`config.mk`:
```
export PLATFORM = sky130hd
export DESIGN_NAME = daoc_top
export DESIGN_NICKNAME = d
export VERILOG_FILES = /design/src/verilog/daoc_fifo.v /design/src/verilog/daoc_top.v
export VERILOG_INCLUDE_DIRS = /design/src /design/src/pkg
export SDC_FILE = /design/constraint.sdc
export NUM_CORES = 1
export LEC_CHECK = 0
export BUFFER_PORTS_ARGS = -buffer_cell sky130_fd_sc_hd__buf_2
export CAP_MARGIN = 20
export CORE_UTILIZATION = 53
export CTS_CLUSTER_DIAMETER = 80
export CTS_CLUSTER_SIZE = 16
export DETAILED_ROUTE_END_ITERATION = 10
export GPL_TIMING_DRIVEN = 0
export HOLD_SLACK_MARGIN = 0.08
export PLACE_DENSITY_LB_ADDON = 0.05
export SYNTH_ARGS = -nofsm -noshare
export SYNTH_HDL_FRONTEND = slang
export SYNTH_SLANG_ARGS = --single-unit
```
`constraint.sdc`:
```
create_clock -name core_clk_in -period 2 [get_ports core_clk_in]
set_input_delay 0.4 -clock core_clk_in [delete_from_list [all_inputs] [get_ports core_clk_in]]
set_output_delay 0.4 -clock core_clk_in [all_outputs]
set_load 0.1 [all_outputs]
```
`src/pkg/daoc_defs.vh`:
```
// Constants for the dual converter output control block.
// Assumes inclusion by bare name from files under verilog/.
// Operation
// - Each channel samples on its own clock rise
// - Select high: A to bus A, B to bus B
// - Select low: buses swapped between channels
// - Awake, enabled: convert and drive bus
// - Awake, disabled: convert, outputs high impedance
// - Powered down, enabled: nap, high impedance
// - Powered down, disabled: sleep, high impedance
// - Each channel has own power and enable pins
// - One format setting serves both channels
// - Four format levels decode format and stabilizer
// - Over-range flag high on overflow or underflow
// - Twelve-bit parallel result, top bit is MSB
// - Result appears five sample clocks later
`ifndef DAOC_DEFS_VH
`define DAOC_DEFS_VH

// Result word and pipeline
`define DAOC_RES_W 12
`define DAOC_WORD_W 13
`define DAOC_PIPE_LAT 5
`define DAOC_FIFO_DEPTH 4
`define DAOC_FIFO_AW 2

// Four-level format pin codes
`define DAOC_FMT_GND 2'h0
`define DAOC_FMT_THIRD 2'h1
`define DAOC_FMT_TWO_THIRD 2'h2
`define DAOC_FMT_SUPPLY 2'h3

// One-hot power and output states
`define DAOC_ST_NORMAL 4'h1
`define DAOC_ST_HIZ 4'h2
`define DAOC_ST_NAP 4'h4
`define DAOC_ST_SLEEP 4'h8

// Reset values
`define DAOC_RES_RESET 12'h000
`define DAOC_FLAG_RESET 1'b0

`endif

```
`src/verilog/daoc_fifo.v`:
```
// Small synchronous FIFO between a converter pipeline and its output bus.
// Assumes one clock and an active-low reset already synchronised.
`timescale 1ns/10ps
`default_nettype none
module daoc_fifo #(
	parameter WIDTH = 13,
	parameter DEPTH = 4,
	parameter AW = 2
) (
	input wire clk_in,
	input wire rst_n_in,
	input wire in_valid_in,
	output wire in_ready_out,
	input wire [WIDTH-1:0] in_data_in,
	output wire out_valid_out,
	input wire out_ready_in,
	output wire [WIDTH-1:0] out_data_out
);
	// Storage and pointers
	reg [WIDTH-1:0] mem_reg [0:DEPTH-1];
	reg [AW-1:0] wr_ptr_reg;
	reg [AW-1:0] rd_ptr_reg;
	reg [AW:0] count_reg;
	wire push;
	wire pop;

	// Full stops the writer; empty hides stale words
	assign in_ready_out = (count_reg != DEPTH[AW:0]);
	assign out_valid_out = (count_reg != {(AW+1){1'b0}});
	assign push = in_valid_in & in_ready_out;
	assign pop = out_valid_out & out_ready_in;
	assign out_data_out = mem_reg[rd_ptr_reg];

	// Pointer and count update
	always @(posedge clk_in or negedge rst_n_in) begin
		if (!rst_n_in) begin
			wr_ptr_reg <= {AW{1'b0}};
			rd_ptr_reg <= {AW{1'b0}};
			count_reg <= {(AW+1){1'b0}};
		end else begin
			if (push) begin
				// Wraps naturally when depth is a power of two
				wr_ptr_reg <= wr_ptr_reg + 1'b1;
			end
			if (pop) begin
				rd_ptr_reg <= rd_ptr_reg + 1'b1;
			end
			if (push && !pop) begin
				count_reg <= count_reg + 1'b1;
			end else if (pop && !push) begin
				count_reg <= count_reg - 1'b1;
			end
		end
	end

	// Data array needs no reset
	always @(posedge clk_in) begin
		if (push) begin
			mem_reg[wr_ptr_reg] <= in_data_in;
		end
	end
endmodule // daoc_fifo
`default_nettype wire

```
`src/verilog/daoc_top.v`:
```
// Output control of a dual pipelined sampling converter: per-channel
// sample pipelines, power states, code format, bus swap and bus drivers.
// Assumes all pins synchronous to core_clk_in and sample clocks slower
// than half the core clock so each rise is seen.
`timescale 1ns/10ps
`default_nettype none
`include "daoc_defs.vh"
module daoc_top #(
	parameter RES_W = `DAOC_RES_W,
	parameter PIPE_LAT = `DAOC_PIPE_LAT,
	parameter FIFO_DEPTH = `DAOC_FIFO_DEPTH,
	parameter FIFO_AW = `DAOC_FIFO_AW
) (
	input wire core_clk_in,
	input wire rst_b_in,
	input wire chan_a_sample_clock_in,
	input wire chan_b_sample_clock_in,
	input wire [RES_W-1:0] chan_a_raw_code_in,
	input wire chan_a_raw_over_in,
	input wire [RES_W-1:0] chan_b_raw_code_in,
	input wire chan_b_raw_over_in,
	input wire bus_swap_select_in,
	input wire chan_a_power_down_in,
	input wire chan_b_power_down_in,
	input wire chan_a_output_enable_n_in,
	input wire chan_b_output_enable_n_in,
	input wire [1:0] format_mode_in,
	output wire [RES_W-1:0] bus_a_result_out,
	output wire bus_a_result_oe_n_out,
	output wire bus_a_over_range_out,
	output wire bus_a_valid_out,
	input wire bus_a_ready_in,
	output wire [RES_W-1:0] bus_b_result_out,
	output wire bus_b_result_oe_n_out,
	output wire bus_b_over_range_out,
	output wire bus_b_valid_out,
	input wire bus_b_ready_in,
	output wire [3:0] chan_a_state_out,
	output wire [3:0] chan_b_state_out,
	output wire twos_complement_out,
	output wire stabilizer_on_out
);
	localparam WORD_W = RES_W + 1;
	// One-hot channel states
	localparam [3:0] ST_NORMAL = `DAOC_ST_NORMAL;
	localparam [3:0] ST_HIZ = `DAOC_ST_HIZ;
	localparam [3:0] ST_NAP = `DAOC_ST_NAP;
	localparam [3:0] ST_SLEEP = `DAOC_ST_SLEEP;

	// Reset release chain
	reg rst_meta_reg;
	reg rst_sync_reg;
	wire rst_n;

	// Shared format settings
	reg twos_reg;
	reg twos_next;
	reg stab_reg;
	reg stab_next;

	// Pin groups packed per channel, index 0 is A, 1 is B
	wire [1:0] sclk_pin;
	wire [1:0] pdown_pin;
	wire [1:0] oe_n_pin;
	wire [1:0] bus_ready;
	wire [2*RES_W-1:0] raw_code;
	wire [1:0] raw_over;
	// Per-channel and per-bus results of the generate loop
	wire [2*WORD_W-1:0] fifo_data;
	wire [1:0] fifo_valid;
	wire [1:0] fifo_ready;
	wire [1:0] bus_load_ok;
	wire [1:0] chan_awake;
	wire [7:0] chan_state;
	wire [2*RES_W-1:0] bus_res;
	wire [1:0] bus_over;
	wire [1:0] bus_valid;
	wire [1:0] bus_oe_n;
	// Swap flag: select low crosses the buses
	wire swap;

	// Release the asynchronous reset through two flops
	// Assertion stays asynchronous; only the release is timed to the clock
	always @(posedge core_clk_in or negedge rst_b_in) begin
		if (!rst_b_in) begin
			rst_meta_reg <= 1'b0;
			rst_sync_reg <= 1'b0;
		end else begin
			rst_meta_reg <= 1'b1;
			rst_sync_reg <= rst_meta_reg;
		end
	end
	assign rst_n = rst_sync_reg;

	// Decode the four-level format pin once for both channels
	always @* begin
		twos_next = 1'b0;
		stab_next = 1'b0;
		case (format_mode_in)
			`DAOC_FMT_GND: begin
				// Offset binary, stabilizer off
				twos_next = 1'b0;
				stab_next = 1'b0;
			end
			`DAOC_FMT_THIRD: begin
				twos_next = 1'b0;
				stab_next = 1'b1;
			end
			`DAOC_FMT_TWO_THIRD: begin
				twos_next = 1'b1;
				stab_next = 1'b1;
			end
			default: begin
				// Full supply level
				twos_next = 1'b1;
				stab_next = 1'b0;
			end
		endcase
	end

	// Format setting register
	// One register for both channels, so a change lands on both buses at once
	always @(posedge core_clk_in or negedge rst_n) begin
		if (!rst_n) begin
			twos_reg <= 1'b0;
			stab_reg <= 1'b0;
		end else begin
			twos_reg <= twos_next;
			stab_reg <= stab_next;
		end
	end

	// Gather pins so the loop can index them
	assign sclk_pin = {chan_b_sample_clock_in, chan_a_sample_clock_in};
	assign pdown_pin = {chan_b_power_down_in, chan_a_power_down_in};
	assign oe_n_pin = {chan_b_output_enable_n_in, chan_a_output_enable_n_in};
	assign bus_ready = {bus_b_ready_in, bus_a_ready_in};
	assign raw_code = {chan_b_raw_code_in, chan_a_raw_code_in};
	assign raw_over = {chan_b_raw_over_in, chan_a_raw_over_in};
	// Select is read at each FIFO pop; words already in a bus register stay put
	// Changing it mid-stream may reorder words between the buses
	// Interleaving relies on the capture side tying select to both clocks
	assign swap = ~bus_swap_select_in;

	genvar g;
	generate
		for (g = 0; g < 2; g = g + 1) begin : gen_ch
			// Channel side: clock edge, state, pipeline
			reg sclk_d_reg;
			reg [3:0] state_reg;
			reg [3:0] state_next;
			reg [WORD_W-1:0] pipe_reg [0:PIPE_LAT-1];
			reg [PIPE_LAT-1:0] pipe_vld_reg;
			wire sclk_rise;
			wire advance;
			// Bus side: output registers for bus g
			reg [RES_W-1:0] res_reg;
			reg over_reg;
			reg vld_reg;
			reg oe_n_reg;
			wire [WORD_W-1:0] src_word;
			wire src_valid;
			wire src_awake_en;
			wire load;
			integer k;

			// Delay flop resets low like an idle pin, so no false rise after reset
			// Rising edge of this channel's own sample clock
			assign sclk_rise = sclk_pin[g] & ~sclk_d_reg;

			// Power and output state from this channel's pin pair
			always @* begin
				state_next = ST_NORMAL;
				case ({pdown_pin[g], oe_n_pin[g]})
					2'b00: state_next = ST_NORMAL;
					2'b01: state_next = ST_HIZ;
					2'b10: state_next = ST_NAP;
					2'b11: state_next = ST_SLEEP;
					default: state_next = ST_SLEEP;
				endcase
			end

			// Hiz keeps converting so the pipeline stays primed for enable
			// Limitation: words already queued still drain while the channel naps
			// Converting states keep the pipeline running
			assign chan_awake[g] = state_reg[0] | state_reg[1];
			// Full FIFO holds the pipeline; samples at that edge are lost
			assign advance = sclk_rise & chan_awake[g] & fifo_ready[g];

			// Edge detector and state register
			always @(posedge core_clk_in or negedge rst_n) begin
				if (!rst_n) begin
					sclk_d_reg <= 1'b0;
					state_reg <= ST_SLEEP;
				end else begin
					sclk_d_reg <= sclk_pin[g];
					case (state_next)
						ST_NORMAL: state_reg <= ST_NORMAL;
						ST_HIZ: state_reg <= ST_HIZ;
						ST_NAP: state_reg <= ST_NAP;
						ST_SLEEP: state_reg <= ST_SLEEP;
						default: state_reg <= ST_SLEEP;
					endcase
				end
			end

			// Five-stage pipeline of code plus over-range flag
			always @(posedge core_clk_in or negedge rst_n) begin
				if (!rst_n) begin
					pipe_vld_reg <= {PIPE_LAT{1'b0}};
				end else if (!chan_awake[g]) begin
					// Nap or sleep clears its valid bits; wake refills over full latency
					pipe_vld_reg <= {PIPE_LAT{1'b0}};
				end else if (advance) begin
					pipe_vld_reg <= {pipe_vld_reg[PIPE_LAT-2:0], 1'b1};
				end
			end

			// Pipeline data needs no reset, only valid bits do
			always @(posedge core_clk_in) begin
				if (advance) begin
					pipe_reg[0] <= {raw_over[g], raw_code[g*RES_W +: RES_W]};
					for (k = 1; k < PIPE_LAT; k = k + 1) begin
						pipe_reg[k] <= pipe_reg[k-1];
					end
				end
			end

			// Word leaves the last stage on the fifth edge after capture
			// Four words absorb a short capture stall without losing samples
			daoc_fifo #(
				.WIDTH(WORD_W),
				.DEPTH(FIFO_DEPTH),
				.AW(FIFO_AW)
			) u_fifo (
				.clk_in(core_clk_in),
				.rst_n_in(rst_n),
				.in_valid_in(advance & pipe_vld_reg[PIPE_LAT-1]),
				.in_ready_out(fifo_ready[g]),
				.in_data_in(pipe_reg[PIPE_LAT-1]),
				.out_valid_out(fifo_valid[g]),
				.out_ready_in(bus_load_ok[g ^ swap]),
				.out_data_out(fifo_data[g*WORD_W +: WORD_W])
			);

			// Bus g takes channel g, or the other one when swapped
			assign src_word = fifo_data[(g ^ swap)*WORD_W +: WORD_W];
			assign src_valid = fifo_valid[g ^ swap];
			assign src_awake_en = chan_state[(g ^ swap)*4];
			// Free when empty or when the standing word is taken this edge
			assign bus_load_ok[g] = ~vld_reg | bus_ready[g];
			assign load = src_valid & bus_load_ok[g];

			// Bus output registers with format applied at the last step
			always @(posedge core_clk_in or negedge rst_n) begin
				if (!rst_n) begin
					res_reg <= `DAOC_RES_RESET;
					over_reg <= `DAOC_FLAG_RESET;
					vld_reg <= 1'b0;
					oe_n_reg <= 1'b1;
				end else begin
					// Only a normal source drives; others float the bus
					oe_n_reg <= ~src_awake_en;
					if (load) begin
						// MSB flips for two's complement; flag unchanged
						res_reg <= {src_word[RES_W-1] ^ twos_reg,
							src_word[RES_W-2:0]};
						over_reg <= src_word[RES_W];
						vld_reg <= 1'b1;
					end else if (bus_ready[g]) begin
						vld_reg <= 1'b0;
					end
				end
			end

			assign chan_state[g*4 +: 4] = state_reg;
			assign bus_res[g*RES_W +: RES_W] = res_reg;
			assign bus_over[g] = over_reg;
			assign bus_valid[g] = vld_reg;
			assign bus_oe_n[g] = oe_n_reg;
		end
	endgenerate

	// Each bus drives its own pins; swapping is done inside the loop
	// Bus A pins
	assign bus_a_result_out = bus_res[RES_W-1:0];
	assign bus_a_over_range_out = bus_over[0];
	assign bus_a_valid_out = bus_valid[0];
	assign bus_a_result_oe_n_out = bus_oe_n[0];
	// Bus B pins
	assign bus_b_result_out = bus_res[2*RES_W-1:RES_W];
	assign bus_b_over_range_out = bus_over[1];
	assign bus_b_valid_out = bus_valid[1];
	assign bus_b_result_oe_n_out = bus_oe_n[1];
	// Status pins
	// Lets the capture side tell nap and sleep apart from a plain disable
	assign chan_a_state_out = chan_state[3:0];
	assign chan_b_state_out = chan_state[7:4];
	assign twos_complement_out = twos_reg;
	assign stabilizer_on_out = stab_reg;
endmodule // daoc_top
`default_nettype wire

```
==> results of run 1 <==
-- final cells by class --
type / instances / area (sq um)
tap: 265 / 332
clock buffer: 39 / 624
buffer: 16 / 124
clock inverter: 1 / 16.3
timing repair buffer: 149 / 1100
sequential: 302 / 8750
inverter: 12 / 45.0
multi-input combinational: 209 / 2120
fill: 1315 / 6600
-- synthesized netlist by cell type (all sizes together) (6+ instances only) --
library cell	instances	share of area [%]
edfxtp	234	65
o21ai	7	0.32
xor2	6	0.49
mux4	26	5.6
xnor2	8	0.65
nor2	41	1.4
buf	16	0.88
and2	6	0.35
dfrtp	64	15
ha	12	1.4
mux2	6	0.70
a21oi	25	1.2
inv	12	0.42
nand2	6	0.21
mux2i	33	3.1
nor2b	7	0.41
-- through the flow --
step	power (W)	hold slack, ns	std cells	cell area [sq um]	util [%]
CTS	0.0173	0.171	981	12900	65.5
floorplan	0.0118	0.104	535	10900	-
global route	0.0180	0.188	993	13100	66.5
detailed placement	0.0129	0.191	878	11600	58.9
global placement	0.0128	0.185	877	11600	58.8
finish	0.0173	0.190	993	13100	66.5
-- how the worst min path moves through the flow --
stage | startpoint | to
floorplan | rst_b_in | rst_meta_reg$_DFF_PN0_
global placement | rst_b_in | rst_meta_reg$_DFF_PN0_
detailed placement | rst_b_in | rst_meta_reg$_DFF_PN0_
CTS | format_mode_in[0] | twos_complement_out$_DFF_PN0_
global route | format_mode_in[0] | twos_complement_out$_DFF_PN0_
finish | format_mode_in[0] | twos_complement_out$_DFF_PN0_
-- worst register-to-register path, stage by stage, from the launching register on --
cell and delay (ns):
dfrtp_2 0.42, nor2_4 0.06, a2111oi_4 0.39, nand2_1 0.13
inv_2 0.10, ha_4 0.14, inv_2 0.03, fa_2 0.32
xor2_1 0.14, nor2_1 0.13, xor2_1 0.17
-- logic make-up (layout without fill, tap and decap cells) --
family / count (synthesis) / after routing / synth area share [%]
buffers and inverters: 28 / 217 / 1.30
flip-flops: 302 / 302 / 81.0
AO/OA/AOI/OAI: 37 / 37 / 2.17
adder cells (fa/ha/maj): 14 / 14 / 1.76
multiplexers: 65 / 65 / 9.40
AND/OR/NAND/NOR: 74 / 78 / 3.23
other: 1 / 1 / 0.0348
XOR/XNOR: 14 / 14 / 1.14
-- power by group through the flow --
stage	clock [W]	combinational, W	sequential (W)
finish	0.00407	0.00536	0.00788
global route	0.00442	0.00564	0.00794
CTS	0.00418	0.00526	0.00787
detailed placement	0	0.00490	0.00801
global placement	0	0.00483	0.00797
floorplan	0	0.00186	0.00996
-- repair_timing --
item                                   4_1_cts  5_1_grt
endpoints found under the hold margin       36        0
pin swaps                                   15       14
hold buffers                                35        0
setup endpoints to repair                  224       77
cloned                                       3        4
gates resized for setup                     21       18
buffers inserted                            25       12
-- routing by layer --
metal | routed length [um] | up-vias | share of wire (%) | global-route usage [%]
met5 | 0 | - | 0 | 0
met4 | 321 | 0 | 1.7 | 4.60
met3 | 683 | 23 | 3.7 | 2.90
met2 | 9320 | 118 | 50 | 31.0
met1 | 8220 | 2647 | 44 | 23.8
li1 | - | 2402 | - | -
==> results_dict.tcl, run 1 <==
set metrics [dict create \
    status "finished with violations" \
    violations "setup timing" \
    track_usage_pct 17.9 \
    post-route-min-period_ns 2.12 \
    grt_overflow_total 0 \
    setup_violations 3 \
    antenna_found_initial 0 \
    fin_setup_tns_ns -0.192 \
    htreeDepth 1 \
    startpoint "gen_ch[1].u_fifo.count_reg[0]$_DFFE_PN0P_" \
    power_switching_w 0.00614 \
    synth_edf_count 234 \
    worst_slack_ns -0.122 \
    hold_viol_final 0 \
    r2r_setup_slack_ns -0.12 \
    area_growth_pct 21.6 \
    drt_iter0_drc 278 \
    largest_register_ffs 130 \
    dp_slack_ns -0.579 \
    wl_per_cell_um 18.7 \
    finalWeightedCongestion 0.799 \
    core-area_sq_mm 0.0197 \
    cp_cell_sequence "nor2_4 -> a2111oi_4 -> nand2_1 -> inv_2 -> ha_4 -> inv_2 -> fa_2 -> xor2_1 -> nor2_1 -> xor2_1" \
    hp-class "in2reg" \
    worst_pin_slew_ns 0.873 \
    dp_hpwl_mm 10.7 \
    yosysWarnings 0 \
    seqPwrFrac_pct 45.5 \
    path_delay_family "adder cells" \
    crit_path_start_kind "register" \
    relSlewSlack_pct 41.8 \
    combPwrFrac_pct 30.9 \
    syn_area_sq_mm 0.0108 \
    intPower_w 0.0112 \
    period_share_pct 106 \
    max_cap_viol_count 0 \
    worstSetupPathDepth 10 \
    cp-endpoint "gen_ch[1].u_fifo.count_reg[2]$_DFFE_PN0P_" \
    grt_max_degree 67 \
    max_freq_mhz 471 \
    port_buffers 77 \
    crit_slowest_cell "dfrtp_2" \
    cp.arrival_ns 2.55 \
    timing.rr.start "gen_ch[1].u_fifo.count_reg[0]$_DFFE_PN0P_" \
    num_vias 5190 \
    slew_viol_final 0 \
    clock_path_buffers 3 \
    die_area_sq_mm 0.0209 \
    placementRows 51 \
    critical-path-max-stage-delay_ns 0.42 \
    powerDensity_mw_per_mm2 1320 \
    pwr-share-clk_pct 23.5 \
    syn_area_per_cell_sq_um 20.2 \
    wl_mm 18.5 \
    synthCells 535 \
    yosysSeqAreaShare_pct 81.0 \
    ys.flop_type "edfxtp_1" \
    die_y_um 145 \
    drcViolationCount 0 \
    die_w_um 145 \
    whs_path_depth 3 \
    final_common_cell "edfxtp_1" \
    initial_core_util_pct 54.7 \
    max-vdd-ir-drop_mv 0.822 \
    rsz0062_at_grt "true" \
    p_leak_nw 4.83 \
    cp-end-kind "register" \
    antenna_left 0 \
    synth_seq_cells 302 \
    clk_pin_slew_ns 0.07 \
    dr.pass1.iters 4 \
    grt_pass1_wl_mm 27.4 \
    viasPerCell 5.23 \
    cts_root_buf "clkbuf_16" \
    tritoncts "built" \
    clock_insertion_delay_worst_skew_ns 0.51 \
    syn_nets 588 \
    required_ns 2.43 \
    final_cell_mix "edfxtp_1, buf_2, dfrtp_1, nor2_1, dlygate4sd3_1" \
    grt_pass1_vias 5119 \
    async_flop_share_pct 22.5 \
    drive_gt1_share_pct 32.1 \
    worstPathBufferInverterCount 2 \
    r2r-end "gen_ch[1].u_fifo.count_reg[2]$_DFFE_PN0P_" \
    io_pins 79 \
    diodes 0 \
    switching_share_pct 35.5 \
    criticalPathCategory "reg2reg" \
    reg2regPathDepth 10 \
    ys_types 35 \
    skew_ns 0.00704 \
    critical_path.max_fanout 4 \
    cts_buffers 22 \
    finalNetCount 765 \
    cts_sinks 302 \
]
Note: power is estimated with default switching activity, not from simulation.
==> run 2: changes to the inputs <==
--- a/config.mk
+++ b/config.mk
@@ -8,6 +8,7 @@
 export LEC_CHECK = 0
 export BUFFER_PORTS_ARGS = -buffer_cell sky130_fd_sc_hd__buf_2
 export CAP_MARGIN = 20
+export CORE_MARGIN = 10
 export CORE_UTILIZATION = 53
 export CTS_CLUSTER_DIAMETER = 80
 export CTS_CLUSTER_SIZE = 16
==> run 2 against run 1 <==
  * The run still ends with setup timing left
  * Highest routed layer unchanged
  * Clock power rose by 2%
  * Combinational power about the same
  * Routed wire length grew 1.8%
  * Largest cell class unchanged
  * Flip-flop and latch count did not move
==> results_dict.tcl, run 2 (synthesis results as in run 1) <==
set metrics [dict create \
    drcViolationCount 0 \
    stdcell_count 985 \
    tritoncts "built" \
    htreeDepth 1 \
    intPower_w 0.0112 \
    antenna_found_initial 0 \
    viasPerCell 5.19 \
    period_share_pct 102 \
    setup_violations 2 \
    worst_slack_ns -0.0321 \
    grt_overflow_total 0 \
    crit_path_start_kind "register" \
    slew_viol_final 0 \
    die_w_um 163 \
    power_w 0.0173 \
    cts_sinks 302 \
    status "finished with violations" \
    critical-path-max-stage-delay_ns 0.44 \
    criticalPathCategory "reg2reg" \
    skew_ns 0.0137 \
    path_delay_family "adder cells" \
    io_pins 79 \
    drive_gt1_share_pct 30.5 \
    required_ns 2.43 \
    worst_pin_slew_ns 0.881 \
    track_usage_pct 14.4 \
    cp-end-kind "register" \
    core-area_sq_mm 0.0201 \
    switching_share_pct 35.4 \
    port_buffers 77 \
    pwr-share-clk_pct 24.0 \
    grt_pass1_wl_mm 29.8 \
    grt_max_degree 67 \
    placementRows 52 \
    largest_register_ffs 130 \
    worstSetupPathDepth 9 \
    area_growth_pct 20.2 \
    clk_pin_slew_ns 0.07 \
    cts_buffers 22 \
    initial_core_util_pct 53.6 \
    diodes 0 \
    drt_iter0_drc 325 \
    crit_slowest_cell "dfrtp_2" \
    cp_cell_sequence "a2111oi_4 -> nand2_2 -> inv_2 -> ha_4 -> inv_2 -> fa_2 -> xor2_1 -> nor2_1 -> xor2_1" \
    wl_per_cell_um 19.2 \
    wl_mm 18.9 \
    critical_path.max_fanout 3 \
    final_common_cell "edfxtp_1" \
    max_cap_viol_count 0 \
    clock_path_buffers 3 \
    grt_pass1_vias 5440 \
    clock_insertion_delay_worst_skew_ns 0.51 \
    p_leak_nw 4.76 \
    power_switching_w 0.00613 \
    violations "setup timing" \
    rsz0062_at_grt "true" \
    post-place-cells 884 \
    die_area_sq_mm 0.0265 \
    seqPwrFrac_pct 45.2 \
    hp-class "in2async" \
    max_freq_mhz 492 \
    cp.arrival_ns 2.46 \
    max-vdd-ir-drop_mv 0.692 \
    finalWeightedCongestion 0.775 \
    reg2regPathDepth 9 \
    powerDensity_mw_per_mm2 1330 \
    post-route-min-period_ns 2.03 \
    hold_viol_final 0 \
    dp_hpwl_mm 11.6 \
    die_y_um 163 \
    combPwrFrac_pct 30.8 \
    cts_root_buf "clkbuf_16" \
    dr.pass1.iters 4 \
    num_vias 5110 \
    worstPathBufferInverterCount 2 \
    finalNetCount 752 \
    final_cell_mix "edfxtp_1, buf_2, dfrtp_1, nor2_1, dlygate4sd3_1" \
    antenna_left 0 \
    relSlewSlack_pct 41.3 \
]
run 2: worst paths after layout:
kind                            slack [ns]                                       from                                        end
max in group asynchronous             0.92                            rst_n$_DFF_PN0_  gen_ch[0].u_fifo.count_reg[0]$_DFFE_PN0P_
min in group core_clk_in              0.20                          format_mode_in[1]                stabilizer_on_out$_DFF_PN0_
worst min register to register        0.36                     rst_meta_reg$_DFF_PN0_                            rst_n$_DFF_PN0_
worst max register to register       -0.03  gen_ch[1].u_fifo.count_reg[2]$_DFFE_PN0P_  gen_ch[1].u_fifo.count_reg[2]$_DFFE_PN0P_
worst min-delay path                  0.20                                   rst_b_in                     rst_meta_reg$_DFF_PN0_
worst max-delay path                 -0.03  gen_ch[1].u_fifo.count_reg[2]$_DFFE_PN0P_  gen_ch[1].u_fifo.count_reg[2]$_DFFE_PN0P_
run 2: worst register-to-register path, cell delays in order (launching register included):
cell and delay (ns):
dfrtp_2 0.44, a2111oi_4 0.43, nand2_2 0.10, inv_2 0.09, ha_4 0.14, inv_2 0.03
fa_2 0.33, xor2_1 0.15, nor2_1 0.11, xor2_1 0.14
run 2: routing by layer:
metal | GRT usage (%) | routed length (um)
met1 | 18.8 | 8280
met3 | 3.92 | 1300
met2 | 23.6 | 9080
met4 | 3.36 | 209
met5 | 0 | 0
run 2: area by class of cell:
type | instances | area (sq um)
Sequential cell | 302 | 8750
Fill cell | 1412 | 7140
Multi-Input combinational cell | 208 | 2090
Timing Repair Buffer | 137 | 971
Clock buffer | 40 | 649
Tap cell | 270 | 338
Buffer | 16 | 124
Inverter | 12 | 45.0
run 2: what timing repair did:
action                                  in CTS  in global routing
setup buffers                               19                  4
endpoints found under the hold margin       36                  0
endpoints found under the setup margin     108                 62
pin swaps                                   14                  7
resized for setup                           23                  6
gates cloned                                 4                  0
hold buffers                                34                  0
run 2: power groups by stage:
stage	clock network [W]	logic [W]	registers [W]
floorplan	0	0.00186	0.00996
global placement	0	0.00489	0.00795
detailed placement	0	0.00500	0.00798
CTS	0.00428	0.00531	0.00784
global route	0.00452	0.00564	0.00789
finish	0.00415	0.00533	0.00783
run 2: per-stage QoR:
stage	hold slack [ns]	setup TNS [ns]	setup WS [ns]	cell area [sq um]	utilization, %
floorplan	0.104	-30.62	-0.397	10900	-
global placement	0.185	-86.22	-0.758	11600	57.7
detailed placement	0.192	-41.73	-0.634	11600	57.9
CTS	0.178	-0.0314	-0.0314	12900	64.3
global route	0.203	-0.284	-0.109	13000	64.5
finish	0.196	-0.0509	-0.0321	13000	64.5
